### src/common/lesmr_pkg.sv
// constants, types and helpers shared by the led status and map slice
package lesmr_pkg;

  // register byte addresses
  localparam logic [7:0] LESMR_ADDR_BLUE_DUTY    = 8'h02;
  localparam logic [7:0] LESMR_ADDR_GREEN_DUTY   = 8'h03;
  localparam logic [7:0] LESMR_ADDR_RED_DUTY     = 8'h04;
  localparam logic [7:0] LESMR_ADDR_EVENT_STATUS = 8'h0C;
  localparam logic [7:0] LESMR_ADDR_SOFT_RESET   = 8'h0D;
  localparam logic [7:0] LESMR_ADDR_WHITE_DUTY   = 8'h0E;
  localparam logic [7:0] LESMR_ADDR_WHITE_CURR   = 8'h0F;
  localparam logic [7:0] LESMR_ADDR_SOURCE_MAP   = 8'h70;

  // values after reset
  localparam logic [7:0] LESMR_RST_DUTY       = 8'h00;
  localparam logic [7:0] LESMR_RST_WHITE_CURR = 8'hAF;
  localparam logic [7:0] LESMR_RST_SOURCE_MAP = 8'h39;
  localparam logic [2:0] LESMR_RST_IRQ_FLAGS  = 3'h0;
  localparam logic [7:0] LESMR_SOFT_RESET_KEY = 8'hFF;

  // event status bit positions
  localparam int LESMR_OSC_BIT      = 3;
  localparam int LESMR_SEQ1_IRQ_BIT = 2;
  localparam int LESMR_SEQ2_IRQ_BIT = 1;
  localparam int LESMR_SEQ3_IRQ_BIT = 0;

  // source map field positions
  localparam int LESMR_WHITE_SRC_LSB = 6;
  localparam int LESMR_RED_SRC_LSB   = 4;
  localparam int LESMR_GREEN_SRC_LSB = 2;
  localparam int LESMR_BLUE_SRC_LSB  = 0;

  // duty source codes
  localparam logic [1:0] LESMR_SRC_DIRECT = 2'h0;
  localparam logic [1:0] LESMR_SRC_SEQ1   = 2'h1;
  localparam logic [1:0] LESMR_SRC_SEQ2   = 2'h2;
  localparam logic [1:0] LESMR_SRC_SEQ3   = 2'h3;

  // sink current step per code, in microamps
  localparam int LESMR_CURR_STEP_UA = 100;

  // serial bus: base address, low two bits come from the select pins
  localparam logic [6:0] LESMR_BUS_BASE_ADDR = 7'h30;
  localparam logic [3:0] LESMR_BITS_PER_BYTE = 4'h8;

  // instruction opcode fields
  localparam logic [2:0] LESMR_TOP_LOOP    = 3'h5;
  localparam logic [2:0] LESMR_TOP_END     = 3'h6;
  localparam logic [2:0] LESMR_TOP_TRIGGER = 3'h7;
  localparam logic [6:0] LESMR_SET_DUTY_HI = 7'h40;

  typedef enum logic [8:0] {
    ST_IDLE = 9'h001,
    ST_DEV  = 9'h002,
    ST_AACK = 9'h004,
    ST_PTR  = 9'h008,
    ST_PACK = 9'h010,
    ST_WR   = 9'h020,
    ST_WACK = 9'h040,
    ST_RD   = 9'h080,
    ST_RACK = 9'h100
  } lesmr_state_t;

  typedef enum logic [5:0] {
    OP_SLOPE_OR_PAUSE = 6'h01,
    OP_SET_DUTY       = 6'h02,
    OP_RESTART        = 6'h04,
    OP_LOOP           = 6'h08,
    OP_END            = 6'h10,
    OP_TRIGGER        = 6'h20
  } lesmr_op_t;

  // duty source selection for one output
  function automatic logic [7:0] lesmr_pick_duty(
    input logic [1:0] sel,
    input logic [7:0] direct,
    input logic [7:0] seq1,
    input logic [7:0] seq2,
    input logic [7:0] seq3
  );
    case (sel)
      LESMR_SRC_SEQ1: lesmr_pick_duty = seq1;
      LESMR_SRC_SEQ2: lesmr_pick_duty = seq2;
      LESMR_SRC_SEQ3: lesmr_pick_duty = seq3;
      default:        lesmr_pick_duty = direct;
    endcase
  endfunction

endpackage

### src/core/lesmr_instr_dec.sv
// combinational decoder of one 16-bit sequencer instruction
`timescale 1ns/10ps
module lesmr_instr_dec
  import lesmr_pkg::*;
(
  input  wire logic [15:0] i_instr,
  output lesmr_op_t        o_op,
  output logic             o_prescale,
  output logic [5:0]       o_step_time,
  output logic             o_decrement,
  output logic [6:0]       o_increment,
  output logic [7:0]       o_duty,
  output logic [5:0]       o_loop_count,
  output logic [3:0]       o_loop_target,
  output logic             o_end_irq,
  output logic             o_end_duty_clr,
  output logic [5:0]       o_trig_wait,
  output logic [5:0]       o_trig_send
);

  always_comb begin
    o_op = OP_SLOPE_OR_PAUSE;
    if (!i_instr[15]) begin
      if (i_instr[14:0] == 15'h0000) begin
        o_op = OP_RESTART;
      end else if (i_instr[14:8] == LESMR_SET_DUTY_HI) begin
        o_op = OP_SET_DUTY;
      end else begin
        o_op = OP_SLOPE_OR_PAUSE;
      end
    end else begin
      case (i_instr[15:13])
        LESMR_TOP_LOOP:    o_op = OP_LOOP;
        LESMR_TOP_END:     o_op = OP_END;
        LESMR_TOP_TRIGGER: o_op = OP_TRIGGER;
        default:           o_op = OP_SLOPE_OR_PAUSE;
      endcase
    end
  end

  assign o_prescale     = i_instr[14];
  assign o_step_time    = i_instr[13:8];
  assign o_decrement    = i_instr[7];
  assign o_increment    = i_instr[6:0];
  assign o_duty         = i_instr[7:0];
  assign o_loop_count   = i_instr[12:7];
  assign o_loop_target  = i_instr[3:0];
  assign o_end_irq      = i_instr[12];
  assign o_end_duty_clr = i_instr[11];
  assign o_trig_wait    = i_instr[12:7];
  assign o_trig_send    = i_instr[6:1];

endmodule

### src/core/lesmr_top.sv
// status, reset, white channel and source map registers on a serial bus
// Summary of operation
// - status bit 3 shows external clock
// - engine flags in status bits 2..0
// - status read clears engine flags only
// - writing FFh to 0Dh resets registers
// - 0Eh gives white duty when direct
// - white current resets to AFh
// - map bits 7:6 pick white source
// - map bits 5:4 pick red source
// - map bits 3:2 pick green source
// - map bits 1:0 pick blue source
// - codes 01..11 select engines one..three
// - 16-bit instructions, slope and set duty
// - trigger carries wait and send channels
`timescale 1ns/10ps
module lesmr_top
  import lesmr_pkg::*;
(
  input  wire logic        i_ref_clk,
  input  wire logic        i_rst,
  input  wire logic        i_ce,
  input  wire logic        i_scl,
  input  wire logic        i_sda,
  output logic             o_sda_out,
  output logic             o_sda_en_n,
  input  wire logic [1:0]  i_addr_sel,
  input  wire logic        i_outside_osc_active,
  input  wire logic [2:0]  i_seq_irq_set,
  input  wire logic [7:0]  i_seq1_duty,
  input  wire logic [7:0]  i_seq2_duty,
  input  wire logic [7:0]  i_seq3_duty,
  input  wire logic [15:0] i_instr,
  output logic [7:0]       o_white_duty,
  output logic [7:0]       o_red_duty,
  output logic [7:0]       o_green_duty,
  output logic [7:0]       o_blue_duty,
  output logic [7:0]       o_white_current,
  output lesmr_op_t        o_op,
  output logic             o_prescale,
  output logic [5:0]       o_step_time,
  output logic             o_decrement,
  output logic [6:0]       o_increment,
  output logic [7:0]       o_set_duty,
  output logic [5:0]       o_loop_count,
  output logic [3:0]       o_loop_target,
  output logic             o_end_irq,
  output logic             o_end_duty_clr,
  output logic [5:0]       o_trig_wait,
  output logic [5:0]       o_trig_send
);

  // bus side state
  lesmr_state_t st_r, st_nxt;
  logic [3:0]   cnt_r, cnt_nxt;
  logic [7:0]   sh_r, sh_nxt;
  logic [7:0]   ptr_r, ptr_nxt;
  logic [7:0]   tx_r, tx_nxt;
  logic         rw_r, rw_nxt;
  logic         mack_r, mack_nxt;
  logic         sda_en_n_r, sda_en_n_nxt;
  logic         scl_q_r, sda_q_r;
  logic         wr_stb, rd_ld;
  logic [7:0]   rd_data;
  logic [6:0]   dev_addr;

  // register file
  logic [2:0]   irq_flags_r, irq_flags_nxt;
  logic         osc_r, osc_nxt;
  logic [7:0]   blue_duty_r, blue_duty_nxt;
  logic [7:0]   green_duty_r, green_duty_nxt;
  logic [7:0]   red_duty_r, red_duty_nxt;
  logic [7:0]   white_duty_r, white_duty_nxt;
  logic [7:0]   white_cur_r, white_cur_nxt;
  logic [7:0]   map_r, map_nxt;
  logic         soft_rst, rd_clr;
  logic [2:0]   irq_in;

  // decoder outputs
  lesmr_op_t    dec_op;
  logic         dec_prescale, dec_decrement, dec_end_irq, dec_end_clr;
  logic [5:0]   dec_step, dec_loop_cnt, dec_wait, dec_send;
  logic [6:0]   dec_inc;
  logic [7:0]   dec_duty;
  logic [3:0]   dec_target;

  wire scl_rise = i_scl & ~scl_q_r;
  wire scl_fall = ~i_scl & scl_q_r;
  wire bus_start = scl_q_r & i_scl & sda_q_r & ~i_sda;
  wire bus_stop  = scl_q_r & i_scl & ~sda_q_r & i_sda;

  assign dev_addr = {LESMR_BUS_BASE_ADDR[6:2], i_addr_sel};

  function automatic logic [7:0] reg_read(input logic [7:0] addr);
    case (addr)
      LESMR_ADDR_BLUE_DUTY:    reg_read = blue_duty_r;
      LESMR_ADDR_GREEN_DUTY:   reg_read = green_duty_r;
      LESMR_ADDR_RED_DUTY:     reg_read = red_duty_r;
      LESMR_ADDR_EVENT_STATUS: reg_read = {4'h0, osc_r, irq_flags_r};
      LESMR_ADDR_WHITE_DUTY:   reg_read = white_duty_r;
      LESMR_ADDR_WHITE_CURR:   reg_read = white_cur_r;
      LESMR_ADDR_SOURCE_MAP:   reg_read = map_r;
      default:                 reg_read = 8'h00;
    endcase
  endfunction

  assign rd_data = reg_read(ptr_r);

  // serial slave: address, pointer, then data bytes with auto-increment
  always_comb begin
    st_nxt       = st_r;
    cnt_nxt      = cnt_r;
    sh_nxt       = sh_r;
    ptr_nxt      = ptr_r;
    tx_nxt       = tx_r;
    rw_nxt       = rw_r;
    mack_nxt     = mack_r;
    sda_en_n_nxt = sda_en_n_r;
    wr_stb       = 1'b0;
    rd_ld        = 1'b0;
    if (bus_start) begin
      st_nxt       = ST_DEV;
      cnt_nxt      = 4'h0;
      sda_en_n_nxt = 1'b1;
    end else if (bus_stop) begin
      st_nxt       = ST_IDLE;
      sda_en_n_nxt = 1'b1;
    end else begin
      case (st_r)
        ST_IDLE: st_nxt = ST_IDLE;
        ST_DEV, ST_PTR, ST_WR: begin
          if (scl_rise) begin
            sh_nxt  = {sh_r[6:0], i_sda};
            cnt_nxt = cnt_r + 4'h1;
          end else if (scl_fall && cnt_r == LESMR_BITS_PER_BYTE) begin
            cnt_nxt      = 4'h0;
            sda_en_n_nxt = 1'b0;
            if (st_r == ST_DEV) begin
              if (sh_r[7:1] == dev_addr) begin
                rw_nxt = sh_r[0];
                st_nxt = ST_AACK;
              end else begin
                st_nxt       = ST_IDLE;
                sda_en_n_nxt = 1'b1;
              end
            end else if (st_r == ST_PTR) begin
              ptr_nxt = sh_r;
              st_nxt  = ST_PACK;
            end else begin
              wr_stb  = 1'b1;
              ptr_nxt = ptr_r + 8'h01;
              st_nxt  = ST_WACK;
            end
          end
        end
        ST_AACK, ST_PACK, ST_WACK: begin
          if (scl_fall) begin
            if (st_r == ST_AACK && rw_r) begin
              rd_ld        = 1'b1;
              tx_nxt       = rd_data;
              sda_en_n_nxt = rd_data[7];
              ptr_nxt      = ptr_r + 8'h01;
              cnt_nxt      = 4'h0;
              st_nxt       = ST_RD;
            end else begin
              sda_en_n_nxt = 1'b1;
              st_nxt       = (st_r == ST_AACK) ? ST_PTR : ST_WR;
            end
          end
        end
        ST_RD: begin
          if (scl_fall) begin
            if (cnt_r == 4'h7) begin
              sda_en_n_nxt = 1'b1;
              cnt_nxt      = 4'h0;
              st_nxt       = ST_RACK;
            end else begin
              cnt_nxt      = cnt_r + 4'h1;
              tx_nxt       = {tx_r[6:0], 1'b0};
              sda_en_n_nxt = tx_r[6];
            end
          end
        end
        ST_RACK: begin
          if (scl_rise) begin
            mack_nxt = ~i_sda;
          end else if (scl_fall) begin
            if (mack_r) begin
              rd_ld        = 1'b1;
              tx_nxt       = rd_data;
              sda_en_n_nxt = rd_data[7];
              ptr_nxt      = ptr_r + 8'h01;
              st_nxt       = ST_RD;
            end else begin
              st_nxt = ST_IDLE;
            end
          end
        end
        default: st_nxt = ST_IDLE;
      endcase
    end
  end

  always_ff @(posedge i_ref_clk or posedge i_rst) begin
    if (i_rst) begin
      st_r       <= ST_IDLE;
      cnt_r      <= 4'h0;
      sh_r       <= 8'h00;
      ptr_r      <= 8'h00;
      tx_r       <= 8'h00;
      rw_r       <= 1'b0;
      mack_r     <= 1'b0;
      sda_en_n_r <= 1'b1;
      scl_q_r    <= 1'b1;
      sda_q_r    <= 1'b1;
    end else if (i_ce) begin
      st_r       <= st_nxt;
      cnt_r      <= cnt_nxt;
      sh_r       <= sh_nxt;
      ptr_r      <= ptr_nxt;
      tx_r       <= tx_nxt;
      rw_r       <= rw_nxt;
      mack_r     <= mack_nxt;
      sda_en_n_r <= sda_en_n_nxt;
      scl_q_r    <= i_scl;
      sda_q_r    <= i_sda;
    end
  end

  assign soft_rst = wr_stb && ptr_r == LESMR_ADDR_SOFT_RESET &&
                    sh_r == LESMR_SOFT_RESET_KEY;
  assign rd_clr = rd_ld && ptr_r == LESMR_ADDR_EVENT_STATUS;
  assign irq_in = {i_seq_irq_set[0], i_seq_irq_set[1], i_seq_irq_set[2]};

  always_comb begin
    irq_flags_nxt  = irq_flags_r;
    blue_duty_nxt  = blue_duty_r;
    green_duty_nxt = green_duty_r;
    red_duty_nxt   = red_duty_r;
    white_duty_nxt = white_duty_r;
    white_cur_nxt  = white_cur_r;
    map_nxt        = map_r;
    osc_nxt        = i_outside_osc_active;
    if (soft_rst) begin
      irq_flags_nxt  = LESMR_RST_IRQ_FLAGS;
      blue_duty_nxt  = LESMR_RST_DUTY;
      green_duty_nxt = LESMR_RST_DUTY;
      red_duty_nxt   = LESMR_RST_DUTY;
      white_duty_nxt = LESMR_RST_DUTY;
      white_cur_nxt  = LESMR_RST_WHITE_CURR;
      map_nxt        = LESMR_RST_SOURCE_MAP;
    end else if (wr_stb) begin
      case (ptr_r)
        LESMR_ADDR_BLUE_DUTY:  blue_duty_nxt  = sh_r;
        LESMR_ADDR_GREEN_DUTY: green_duty_nxt = sh_r;
        LESMR_ADDR_RED_DUTY:   red_duty_nxt   = sh_r;
        LESMR_ADDR_WHITE_DUTY: white_duty_nxt = sh_r;
        LESMR_ADDR_WHITE_CURR: white_cur_nxt  = sh_r;
        LESMR_ADDR_SOURCE_MAP: map_nxt        = sh_r;
        default:               map_nxt        = map_r;
      endcase
    end
    if (rd_clr) begin
      irq_flags_nxt = 3'h0;
    end
    irq_flags_nxt = irq_flags_nxt | irq_in;
  end

  always_ff @(posedge i_ref_clk or posedge i_rst) begin
    if (i_rst) begin
      irq_flags_r  <= LESMR_RST_IRQ_FLAGS;
      osc_r        <= 1'b0;
      blue_duty_r  <= LESMR_RST_DUTY;
      green_duty_r <= LESMR_RST_DUTY;
      red_duty_r   <= LESMR_RST_DUTY;
      white_duty_r <= LESMR_RST_DUTY;
      white_cur_r  <= LESMR_RST_WHITE_CURR;
      map_r        <= LESMR_RST_SOURCE_MAP;
    end else if (i_ce) begin
      irq_flags_r  <= irq_flags_nxt;
      osc_r        <= osc_nxt;
      blue_duty_r  <= blue_duty_nxt;
      green_duty_r <= green_duty_nxt;
      red_duty_r   <= red_duty_nxt;
      white_duty_r <= white_duty_nxt;
      white_cur_r  <= white_cur_nxt;
      map_r        <= map_nxt;
    end
  end

  lesmr_instr_dec u_dec (
    .i_instr        (i_instr),
    .o_op           (dec_op),
    .o_prescale     (dec_prescale),
    .o_step_time    (dec_step),
    .o_decrement    (dec_decrement),
    .o_increment    (dec_inc),
    .o_duty         (dec_duty),
    .o_loop_count   (dec_loop_cnt),
    .o_loop_target  (dec_target),
    .o_end_irq      (dec_end_irq),
    .o_end_duty_clr (dec_end_clr),
    .o_trig_wait    (dec_wait),
    .o_trig_send    (dec_send)
  );

  // output stage: duty routing, current code, decoded instruction
  always_ff @(posedge i_ref_clk or posedge i_rst) begin
    if (i_rst) begin
      o_sda_out       <= 1'b0;
      o_sda_en_n      <= 1'b1;
      o_white_duty    <= LESMR_RST_DUTY;
      o_red_duty      <= LESMR_RST_DUTY;
      o_green_duty    <= LESMR_RST_DUTY;
      o_blue_duty     <= LESMR_RST_DUTY;
      o_white_current <= LESMR_RST_WHITE_CURR;
      o_op            <= OP_RESTART;
      o_prescale      <= 1'b0;
      o_step_time     <= 6'h00;
      o_decrement     <= 1'b0;
      o_increment     <= 7'h00;
      o_set_duty      <= 8'h00;
      o_loop_count    <= 6'h00;
      o_loop_target   <= 4'h0;
      o_end_irq       <= 1'b0;
      o_end_duty_clr  <= 1'b0;
      o_trig_wait     <= 6'h00;
      o_trig_send     <= 6'h00;
    end else if (i_ce) begin
      o_sda_out       <= 1'b0;
      o_sda_en_n      <= sda_en_n_nxt;
      o_white_duty    <= lesmr_pick_duty(map_r[LESMR_WHITE_SRC_LSB +: 2],
                           white_duty_r, i_seq1_duty, i_seq2_duty,
                           i_seq3_duty);
      o_red_duty      <= lesmr_pick_duty(map_r[LESMR_RED_SRC_LSB +: 2],
                           red_duty_r, i_seq1_duty, i_seq2_duty,
                           i_seq3_duty);
      o_green_duty    <= lesmr_pick_duty(map_r[LESMR_GREEN_SRC_LSB +: 2],
                           green_duty_r, i_seq1_duty, i_seq2_duty,
                           i_seq3_duty);
      o_blue_duty     <= lesmr_pick_duty(map_r[LESMR_BLUE_SRC_LSB +: 2],
                           blue_duty_r, i_seq1_duty, i_seq2_duty,
                           i_seq3_duty);
      o_white_current <= white_cur_r;
      o_op            <= dec_op;
      o_prescale      <= dec_prescale;
      o_step_time     <= dec_step;
      o_decrement     <= dec_decrement;
      o_increment     <= dec_inc;
      o_set_duty      <= dec_duty;
      o_loop_count    <= dec_loop_cnt;
      o_loop_target   <= dec_target;
      o_end_irq       <= dec_end_irq;
      o_end_duty_clr  <= dec_end_clr;
      o_trig_wait     <= dec_wait;
      o_trig_send     <= dec_send;
    end
  end
endmodule

### config.mk
export PLATFORM = sky130hd
export DESIGN_NAME = lesmr_top
export DESIGN_NICKNAME = d
export VERILOG_FILES = /design/src/common/lesmr_pkg.sv /design/src/core/lesmr_instr_dec.sv /design/src/core/lesmr_top.sv
export SDC_FILE = /design/constraint.sdc
export NUM_CORES = 1
export LEC_CHECK = 0
export BUFFER_PORTS_ARGS = -buffer_cell sky130_fd_sc_hd__buf_2
export CORE_MARGIN = 5
export CORE_UTILIZATION = 45
export DETAILED_ROUTE_END_ITERATION = 10
export PLACE_DENSITY = 0.67
export SLEW_MARGIN = 20
export SYNTH_ARGS = -nofsm -noshare
export SYNTH_HDL_FRONTEND = slang
export SYNTH_SLANG_ARGS = --single-unit
### constraint.sdc
create_clock -name i_ref_clk -period 12 [get_ports i_ref_clk]
set_input_delay 1.2 -clock i_ref_clk [delete_from_list [all_inputs] [get_ports i_ref_clk]]
set_output_delay 1.2 -clock i_ref_clk [all_outputs]
set_load 0.005 [all_outputs]
==> results of run 1 <==
==> cell usage in the layout (no fill, tap or decap), types with 4 or more instances in the layout <==
master,instances
mux2_2,125
nand2_1,40
inv_6,5
nor2_1,31
nor3_1,10
a21oi_1,20
o21ai_0,23
nand4_1,4
mux4_2,32
clkbuf_16,17
ha_1,6
nand4b_1,4
a31oi_1,4
a22oi_1,12
and3_1,11
nor4_1,7
nand3_1,16
inv_1,15
nor3b_1,6
dfrtp_1,133
and2_1,13
xnor2_1,5
a22o_1,7
clkinvlp_4,4
buf_2,143
mux2i_1,5
nand2b_1,5
nor2_2,6
or2_2,4
o22ai_1,4
dfstp_2,21
==> sequential cells by signal (all words and copies together), names as in the netlist, 7 cells and up <==
| signal | count |
|---|---|
| o_red_duty | 8 |
| o_white_current | 8 |
| sh_r | 8 |
| ptr_r | 8 |
| tx_r | 7 |
| red_duty_r | 8 |
| o_green_duty | 8 |
| o_white_duty | 8 |
| white_cur_r | 8 |
| st_r | 9 |
| map_r | 8 |
| blue_duty_r | 8 |
| o_blue_duty | 8 |
| green_duty_r | 8 |
| white_duty_r | 8 |
==> routing by layer <==
metal | up-vias | track usage (%) | share of wire, %
met3 | 25 | 3.87 | 7.4
met1 | 3156 | 28.0 | 43
met2 | 297 | 33.8 | 48
met5 | - | 0 | 0
li1 | 2803 | - | -
met4 | 0 | 6.42 | 1.6
==> logic make-up after synthesis <==
| family | after synthesis | share of synthesized area, % |
|---|---|---|
| simple gates | 186 | 12.9 |
| flops | 154 | 45.0 |
| fa+ha+maj | 6 | 0.871 |
| xor+xnor | 8 | 0.813 |
| buf+inv | 84 | 5.79 |
| compound gates | 105 | 9.16 |
| other cells | 1 | 0.0435 |
| mux | 163 | 25.4 |
==> how the worst min path moves through the flow <==
stage,from,endpoint,slack (ns)
after CTS,tx_r[0]$_DFFE_PP0P_,tx_r[0]$_DFFE_PP0P_,0.49
after global placement,tx_r[5]$_DFFE_PP0P_,tx_r[5]$_DFFE_PP0P_,0.46
after detailed placement,irq_flags_r[1]$_DFFE_PP0P_,irq_flags_r[1]$_DFFE_PP0P_,0.48
final,tx_r[6]$_DFFE_PP0P_,tx_r[6]$_DFFE_PP0P_,0.49
after floorplan,tx_r[5]$_DFFE_PP0P_,tx_r[5]$_DFFE_PP0P_,0.44
after global routing,irq_flags_r[2]$_DFFE_PP0P_,irq_flags_r[2]$_DFFE_PP0P_,0.51
==> worst max-delay path, stage by stage <==
cell and delay [ns]:
buf_4 0.27, buf_4 0.65, o2111ai_2 0.41, a2111oi_4 0.84
a21oi_1 0.17, a21oi_2 0.15
==> cell type report <==
class | instances | area [um^2]
timing repair buffer | 146 | 738
inverter | 16 | 65.1
sequential | 154 | 3880
multi-input combinational | 469 | 4240
clock inverter | 14 | 161
fill | 1632 | 8950
tap | 234 | 293
clock buffer | 18 | 439
==> power by group <==
| part | switching, mW | internal [mW] |
|---|---|---|
| registers | 0.0184 | 0.535 |
| clock network | 0.230 | 0.317 |
| logic | 0.0567 | 0.0437 |
==> through the flow <==
| step | hold WS (ns) | utilization (%) |
|---|---|---|
| after floorplan | 0.445 | - |
| after global placement | 0.462 | 49.1 |
| after detailed placement | 0.476 | 49.1 |
| after CTS | 0.493 | 52.3 |
| after global routing | 0.513 | 52.3 |
| final | 0.486 | 52.3 |
==> flow_metrics.env, run 1 <==
export IMPL_place_area_um2=9220
export IMPL_rsz0062_at_grt="no"
export IMPL_die_w_um=148
export IMPL_n_antenna_cell=0
export IMPL_wl_per_cell_um=21.1
export IMPL_synth_top_area_share_pct=38.6
export IMPL_max_slew_margin_pct=36.9
export IMPL_antenna_left=0
export IMPL_drv_cap=0
export IMPL_hold_depth=2
export IMPL_required_ns=12.35
export IMPL_drc_errors=0
export IMPL_r2r_end="ptr_r[3]$_DFFE_PP0P_"
export IMPL_grt_pass1_wl_um=35900
export IMPL_period_minus_slack_ns=3.36
export IMPL_layout_cells_non_filler=1051
export IMPL_fin_area_um2=9820
export IMPL_root_buffer="clkbuf_16"
export IMPL_syn_num_nets=764
export IMPL_holdBufCountCts=0
export IMPL_drt_pass1_iter_count=7
export IMPL_setup_tns_ns=0
export IMPL_cts_tree="yes"
export IMPL_arrival_ns=3.71
export IMPL_rrSetupSlack_ns=9.04
export IMPL_dp_cells=1019
export IMPL_critPathMaxFanout=63
export IMPL_cts_buffer_depth=2
export IMPL_overflow=0
export IMPL_yosys_cell_types_count=77
export IMPL_synth_most_common_cell="dfrtp_1"
export IMPL_startpoint="i_ce"
export IMPL_hold_viol=0
export IMPL_crit_end="ptr_r[3]$_DFFE_PP0P_"
export IMPL_port_buffers=144
export IMPL_htreeDepth=4
export IMPL_grt_pass1_vias=6376
export IMPL_vias_per_cell=5.98
export IMPL_clock_latency_ns=0.43
export IMPL_synthTopCellsByCount="dfrtp_1, mux2_2, nand2_1, buf_4, mux4_2"
export IMPL_area_growth_syn_to_layout_pct=13.9
export IMPL_antenna_found_initial=0
export IMPL_synth_area_top_cells="dfrtp_1, mux2_2, mux4_2"
export IMPL_fin_nets=861
export IMPL_fin_worst_skew_ns=0.0135
export IMPL_ios=146
export IMPL_drt_iter0_drc=434
export IMPL_coreArea_um2=18800
export IMPL_cts_setup_buffers=0
export IMPL_rows=50
export IMPL_start_kind="input pin"
export IMPL_grt_max_degree=81
export IMPL_yosysSeqAreaShare_pct=45.0
export IMPL_fin_crit_sh_pct=28.0
export IMPL_cts_made_buffers=17
export IMPL_ys_warn_count=0
export IMPL_drive_gt1_share_pct=49.4
export IMPL_tightest_slew_ns=0.947
export IMPL_power_density_nw_per_um2=122
export IMPL_fp_dieH_um=148
export IMPL_peakVddDrop_mv=0.0971
export IMPL_synth_cells=707
export IMPL_start_util_pct=45.9
export IMPL_clock_sinks=154
export IMPL_place_congestion=0.878
export IMPL_dp_final_hpwl_um=15600
export IMPL_drv_slew=0
export IMPL_clkSlewWorstSetupHoldPaths_ns=0.07
export IMPL_fin_ws_ns=8.64
export IMPL_ys_seq_elements=154
export IMPL_end_kind="flop"
export IMPL_synth_async_reset_ratio_pct=100
export IMPL_max_freq_ghz=0.298
export IMPL_p_leak_nw=4.55
export IMPL_num_vias=6281
export IMPL_ctsResizeCount=0
export IMPL_power_mw=1.20
export IMPL_wl_um=22200
export IMPL_status="finished, final reports clean"
export IMPL_ff2ff_path_depth=6
export IMPL_ys_flop_type="dfrtp_1"
export IMPL_syn_cell_area_um2=8620
export IMPL_synth_edf_count=0
export IMPL_synth_area_leader_cell="dfrtp_1"
export IMPL_grt_usage_pct=20.6
export IMPL_die_area_um2=22000
export IMPL_finalSetupViolations=0
export IMPL_r2r_start="st_r[4]$_DFFE_PP0P_"
export IMPL_avgSynthCellArea_um2=12.2
export IMPL_crit_type="in2reg"
export IMPL_hold_class="reg2reg"
export IMPL_dp_slack_ns=8.15
No activity file was read; power rests on OpenSTA's default activity.
==> inputs of run 2 (changes only) <==
--- a/config.mk
+++ b/config.mk
@@ -9,7 +9,7 @@
 export CORE_MARGIN = 5
 export CORE_UTILIZATION = 45
 export DETAILED_ROUTE_END_ITERATION = 10
-export PLACE_DENSITY = 0.67
+export PLACE_DENSITY = 0.7
 export SLEW_MARGIN = 20
 export SYNTH_ARGS = -nofsm -noshare
 export SYNTH_HDL_FRONTEND = slang
==> constraint.sdc (replaced) <==
create_clock -name i_ref_clk -period 3 [get_ports i_ref_clk]
set_input_delay 0.3 -clock i_ref_clk [delete_from_list [all_inputs] [get_ports i_ref_clk]]
set_output_delay 0.3 -clock i_ref_clk [all_outputs]
set_load 0.005 [all_outputs]
==> run 2 against run 1 <==
Hold slack lost 0.45 ns. Clock skew shrank 0.0060 ns. Design area grew 0.88%. Critical path type is now reg2reg.
==> flow_metrics.env, run 2 (synthesis gave the netlist of run 1 again) <==
export IMPL_crit_end="blue_duty_r[6]$_DFFE_PP0P_"
export IMPL_cts_setup_buffers=0
export IMPL_ios=146
export IMPL_antenna_found_initial=0
export IMPL_r2r_start="st_r[2]$_DFFE_PP0P_"
export IMPL_max_slew_margin_pct=44.8
export IMPL_fillerInstances=1603
export IMPL_status="finished, final reports clean"
export IMPL_power_mw=4.74
export IMPL_dp_slack_ns=0.360
export IMPL_fin_worst_skew_ns=0.00751
export IMPL_clkSlewWorstSetupHoldPaths_ns=0.06
export IMPL_holdBufCountCts=0
export IMPL_most_common_layout_cells="buf_2, dfrtp_1, mux2_2, nand2_1, mux4_2"
export IMPL_wl_um=21900
export IMPL_period_minus_slack_ns=2.72
export IMPL_fin_nets=874
export IMPL_p_leak_nw=4.63
export IMPL_seqCellArea_um2=3880
export IMPL_cts_buffer_depth=2
export IMPL_layout_commonest_cell="buf_2"
export IMPL_drc_errors=0
export IMPL_fp_dieH_um=148
export IMPL_rrSetupSlack_ns=0.28
export IMPL_die_w_um=148
export IMPL_antenna_left=0
export IMPL_coreArea_um2=18800
export IMPL_area_growth_syn_to_layout_pct=14.9
export IMPL_fin_crit_sh_pct=90.8
export IMPL_hold_class="in2async"
export IMPL_rsz0062_at_grt="no"
export IMPL_drv_slew=0
export IMPL_hold_viol=0
export IMPL_cts_tree="yes"
export IMPL_setup_tns_ns=0
export IMPL_drv_cap=0
export IMPL_multi_input_area_um2=4240
export IMPL_place_congestion=0.894
export IMPL_grt_usage_pct=20.4
export IMPL_clock_sinks=154
export IMPL_required_ns=3.30
export IMPL_clock_latency_ns=0.42
export IMPL_finalSetupViolations=0
export IMPL_largest_reg_flops=9
export IMPL_dp_final_hpwl_um=16200
export IMPL_overflow=0
export IMPL_ff2ff_path_depth=7
export IMPL_root_buffer="clkbuf_16"
export IMPL_ctsResizeCount=0
export IMPL_grt_pass1_vias=6415
export IMPL_port_buffers=144
export IMPL_n_antenna_cell=0
export IMPL_peakVddDrop_mv=0.426
export IMPL_htreeDepth=4
export IMPL_tightest_slew_ns=0.827
export IMPL_largest_register="st_r"
export IMPL_arrival_ns=3.03
export IMPL_crit_type="reg2reg"
export IMPL_critPathMaxFanout=11
export IMPL_rows=50
export IMPL_grt_max_degree=53
export IMPL_wl_per_cell_um=20.6
export IMPL_num_vias=6315
export IMPL_end_kind="flop"
export IMPL_fin_ws_ns=0.277
export IMPL_drt_pass1_iter_count=5
export IMPL_start_kind="flop"
export IMPL_drt_iter0_drc=522
export IMPL_r2r_end="blue_duty_r[6]$_DFFE_PP0P_"
export IMPL_startpoint="st_r[2]$_DFFE_PP0P_"
export IMPL_die_area_um2=22000
export IMPL_grt_pass1_wl_um=35400
export IMPL_drive_gt1_share_pct=50.1
export IMPL_start_util_pct=45.9
export IMPL_cts_made_buffers=17
export IMPL_vias_per_cell=5.94
export IMPL_power_density_nw_per_um2=478
export IMPL_max_freq_ghz=0.367
## run 2: changes by cell type in the layout (fill, tap and decap cells not counted), sizes merged
cell	previous run	this run
clkinv	2	10
inv	22	17
buf	146	159
clkinvlp	4	1
## run 2: final cells by class
type	count	area share, %
clock buffers	18	4.33
multi-input cells	469	42.8
clock inverters	14	1.50
inverters	16	0.644
repair buffers	159	8.56
flip-flops and latches	154	39.2
well taps	234	2.96
## run 2: where the power goes
| part | switching [mW] | internal, mW |
|---|---|---|
| clock | 0.887 | 1.23 |
| combinational | 0.233 | 0.185 |
| sequential | 0.0609 | 2.14 |
| total | 1.18 | 3.56 |
## run 2: worst min-delay path by stage
stage,slack [ns],to,from
after floorplan,0.40,mack_r$_DFFE_PP0P_,i_sda
after global placement,0.46,tx_r[5]$_DFFE_PP0P_,tx_r[5]$_DFFE_PP0P_
after detailed placement,0.47,tx_r[5]$_DFFE_PP0P_,tx_r[5]$_DFFE_PP0P_
after CTS,0.04,ptr_r[7]$_DFFE_PP0P_,i_rst
after global routing,0.09,irq_flags_r[0]$_DFFE_PP0P_,i_rst
final,0.04,ptr_r[7]$_DFFE_PP0P_,i_rst
## run 2: worst max-delay path, stage by stage, from the launching register on
cell     delay, ns
dfrtp_1       0.49
nor2_1        0.42
nand2_1       0.15
nor4_2        0.42
nand3_2       0.23
nor2_2        0.35
buf_4         0.21
mux2_2        0.33
## run 2: routing by layer
| metal | wire length [um] | part of all wire [%] | track usage, % |
|---|---|---|---|
| met1 | 9520 | 43 | 27.5 |
| met2 | 10400 | 47 | 32.6 |
| met3 | 1500 | 6.8 | 4.33 |
| met4 | 537 | 2.4 | 7.25 |
| met5 | 0 | 0 | 0 |
## run 2: per-stage QoR
stage               instances  hold slack (ns)  area [um^2]  utilization, %
floorplan                 707            0.398         8620               -
global placement         1032            0.459         9330            49.7
detailed placement       1032            0.472         9330            49.7
CTS                      1064           0.0422         9900            52.8
global route             1064           0.0933         9900            52.8
finish                   1064           0.0375         9900            52.8
==> inputs of run 3 (changes only) <==
--- a/config.mk
+++ b/config.mk
@@ -5,11 +5,13 @@
 export SDC_FILE = /design/constraint.sdc
 export NUM_CORES = 1
 export LEC_CHECK = 0
-export BUFFER_PORTS_ARGS = -buffer_cell sky130_fd_sc_hd__buf_2
+export BUFFER_PORTS_ARGS = -buffer_cell sky130_fd_sc_hd__buf_4
+export CELL_PAD_IN_SITES_DETAIL_PLACEMENT = 1
+export CELL_PAD_IN_SITES_GLOBAL_PLACEMENT = 1
 export CORE_MARGIN = 5
-export CORE_UTILIZATION = 45
+export CORE_UTILIZATION = 41
 export DETAILED_ROUTE_END_ITERATION = 10
-export PLACE_DENSITY = 0.7
+export PLACE_DENSITY = 0.78
 export SLEW_MARGIN = 20
 export SYNTH_ARGS = -nofsm -noshare
 export SYNTH_HDL_FRONTEND = slang
==> run 3 against run 2 <==
Non-clock buffer count rose by 10. Sequential share of layout area is 2.0 points lower. Setup slack lost 0.12 ns. Clock skew increased by 0.0016 ns. Die area increased by 9.1%. Global-route usage rose by 0.94 points. Combinational power is 15% higher. Core utilization is 2.8 points lower. Critical path depth shrank 1. Total power is 4.5% higher. Hold slack better by 0.060 ns. Critical path type unchanged. Largest cell class unchanged. Highest routed layer unchanged.
==> flow_metrics.env, run 3 (synthesis gave the netlist of run 1 again) <==
export IMPL_start_kind="flop"
export IMPL_hold_ws_ns=0.0975
export IMPL_drc_errors=0
export IMPL_dp_final_hpwl_um=18100
export IMPL_root_buffer="clkbuf_16"
export IMPL_grt_pass1_wl_um=40200
export IMPL_n_antenna_cell=0
export IMPL_antenna_found_initial=0
export IMPL_end_kind="flop"
export IMPL_required_ns=3.31
export IMPL_grt_pass1_vias=6891
export IMPL_drive_gt1_share_pct=50.7
export IMPL_die_w_um=155
export IMPL_min_from="i_seq_irq_set[0]"
export IMPL_path_cells="nor2_1 > nand2_1 > nor4_2 > nand3_1 > and2_1 > mux2_2"
export IMPL_grt_usage_pct=21.3
export IMPL_grt_max_degree=99
export IMPL_fp_dieH_um=155
export IMPL_cts_tree="yes"
export IMPL_path_delay_family="simple AND/OR/NAND/NOR gates"
export IMPL_startpoint="st_r[2]$_DFFE_PP0P_"
export IMPL_cts_made_buffers=17
export IMPL_peakVddDrop_mv=0.377
export IMPL_fin_nets=884
export IMPL_critPathMaxFanout=11
export IMPL_drv_slew=0
export IMPL_finalSetupViolations=0
export IMPL_arrival_ns=3.15
export IMPL_coreArea_um2=20900
export IMPL_antenna_left=0
export IMPL_ios=146
export IMPL_setup_tns_ns=0
export IMPL_port_buffers=144
export IMPL_wl_per_cell_um=22.5
export IMPL_clkSlewWorstSetupHoldPaths_ns=0.06
export IMPL_max_stage_delay_ns=0.51
export IMPL_rsz0062_at_grt="no"
export IMPL_drt_iter0_drc=381
export IMPL_vias_per_cell=5.76
export IMPL_drt_pass1_iter_count=5
export IMPL_place_area_um2=9800
export IMPL_die_area_um2=24000
export IMPL_start_util_pct=41.3
export IMPL_most_common_layout_cells="buf_4, dfrtp_1, mux2_2, nand2_1, mux4_2"
export IMPL_clock_sinks=154
export IMPL_power_density_nw_per_um2=475
export IMPL_period_minus_slack_ns=2.84
export IMPL_drv_cap=0
export IMPL_ctsResizeCount=0
export IMPL_hold_class="in2reg"
export IMPL_max_slew_margin_pct=51.7
export IMPL_fillerInstances=2222
export IMPL_largest_reg_flops=9
export IMPL_hold_viol=0
export IMPL_num_vias=6422
export IMPL_crit_type="reg2reg"
export IMPL_p_leak_nw=4.77
export IMPL_final_util_pct=49.9
export IMPL_rows=53
export IMPL_tightest_slew_ns=0.725
export IMPL_fin_crit_sh_pct=94.8
export IMPL_overflow=0
export IMPL_largest_register="st_r"
export IMPL_fin_worst_skew_ns=0.00916
export IMPL_wl_um=25100
export IMPL_area_growth_syn_to_layout_pct=21.0
export IMPL_htreeDepth=4
export IMPL_critPathBufInv=0
export IMPL_clock_latency_ns=0.43
export IMPL_worst_path_max_delay_cell="dfrtp_1"
export IMPL_place_congestion=0.864
export IMPL_power_mw=4.95
export IMPL_layout_commonest_cell="buf_4"
export IMPL_fin_area_um2=10400
export IMPL_cts_buffer_depth=2
export IMPL_r2r_start="st_r[2]$_DFFE_PP0P_"
export IMPL_status="finished, final reports clean"
export IMPL_max_freq_ghz=0.352
run 3: cell count changes in the layout (fill, tap and decap cells not counted), sizes merged:
cell,before,now
buf,159,168
bufinv,2,3
clkbuf,18,19
clkinv,10,6
clkinvlp,1,2
dlygate4sd3,0,1
inv,17,18
run 3: worst paths after layout:
path                                                        to  slack [ns]  cells past startpoint
worst max-delay path               white_duty_r[6]$_DFFE_PP0P_        0.16                      6
worst min-delay path                irq_flags_r[2]$_DFFE_PP0P_         0.1                      2
worst max register to register     white_duty_r[6]$_DFFE_PP0P_        0.16                      6
worst min register to register      irq_flags_r[0]$_DFFE_PP0P_        0.51                      1
max in group asynchronous       o_white_current[0]$_DFFE_PP1P_        1.68                      4
min in group asynchronous           o_blue_duty[2]$_DFFE_PP0P_        0.45                      3
run 3: final cells by class:
cell class	count	area (um^2)	area share, %
multi-input cells	469	4240	40.7
flip-flops and latches	154	3880	37.2
repair buffers	169	1280	12.3
clock buffers	19	453	4.34
well taps	275	344	3.30
clock inverters	13	165	1.58
inverters	16	63.8	0.612
run 3: timing repair:
action,in CTS,in global routing
hold buffers,1,0
setup buffers,0,0
endpoints found under the hold margin,15,0
run 3: per-layer routing:
metal / track usage (%) / part of all wire [%]
met5: 0 / 0
met3: 4.39 / 5.4
met4: 7.02 / 2.3
met1: 28.3 / 43
met2: 35.0 / 49
run 3: power breakdown:
group          internal [mW]  switching [mW]
Clock                   1.36           0.902
Combinational          0.237           0.243
Sequential              2.14          0.0700
Total                   3.74            1.22
run 3: through the flow:
stage	setup WS (ns)	cells
floorplan	0.715	707
global placement	0.401	1082
detailed placement	0.252	1082
CTS	0.193	1115
global route	0.0107	1115
finish	0.157	1115
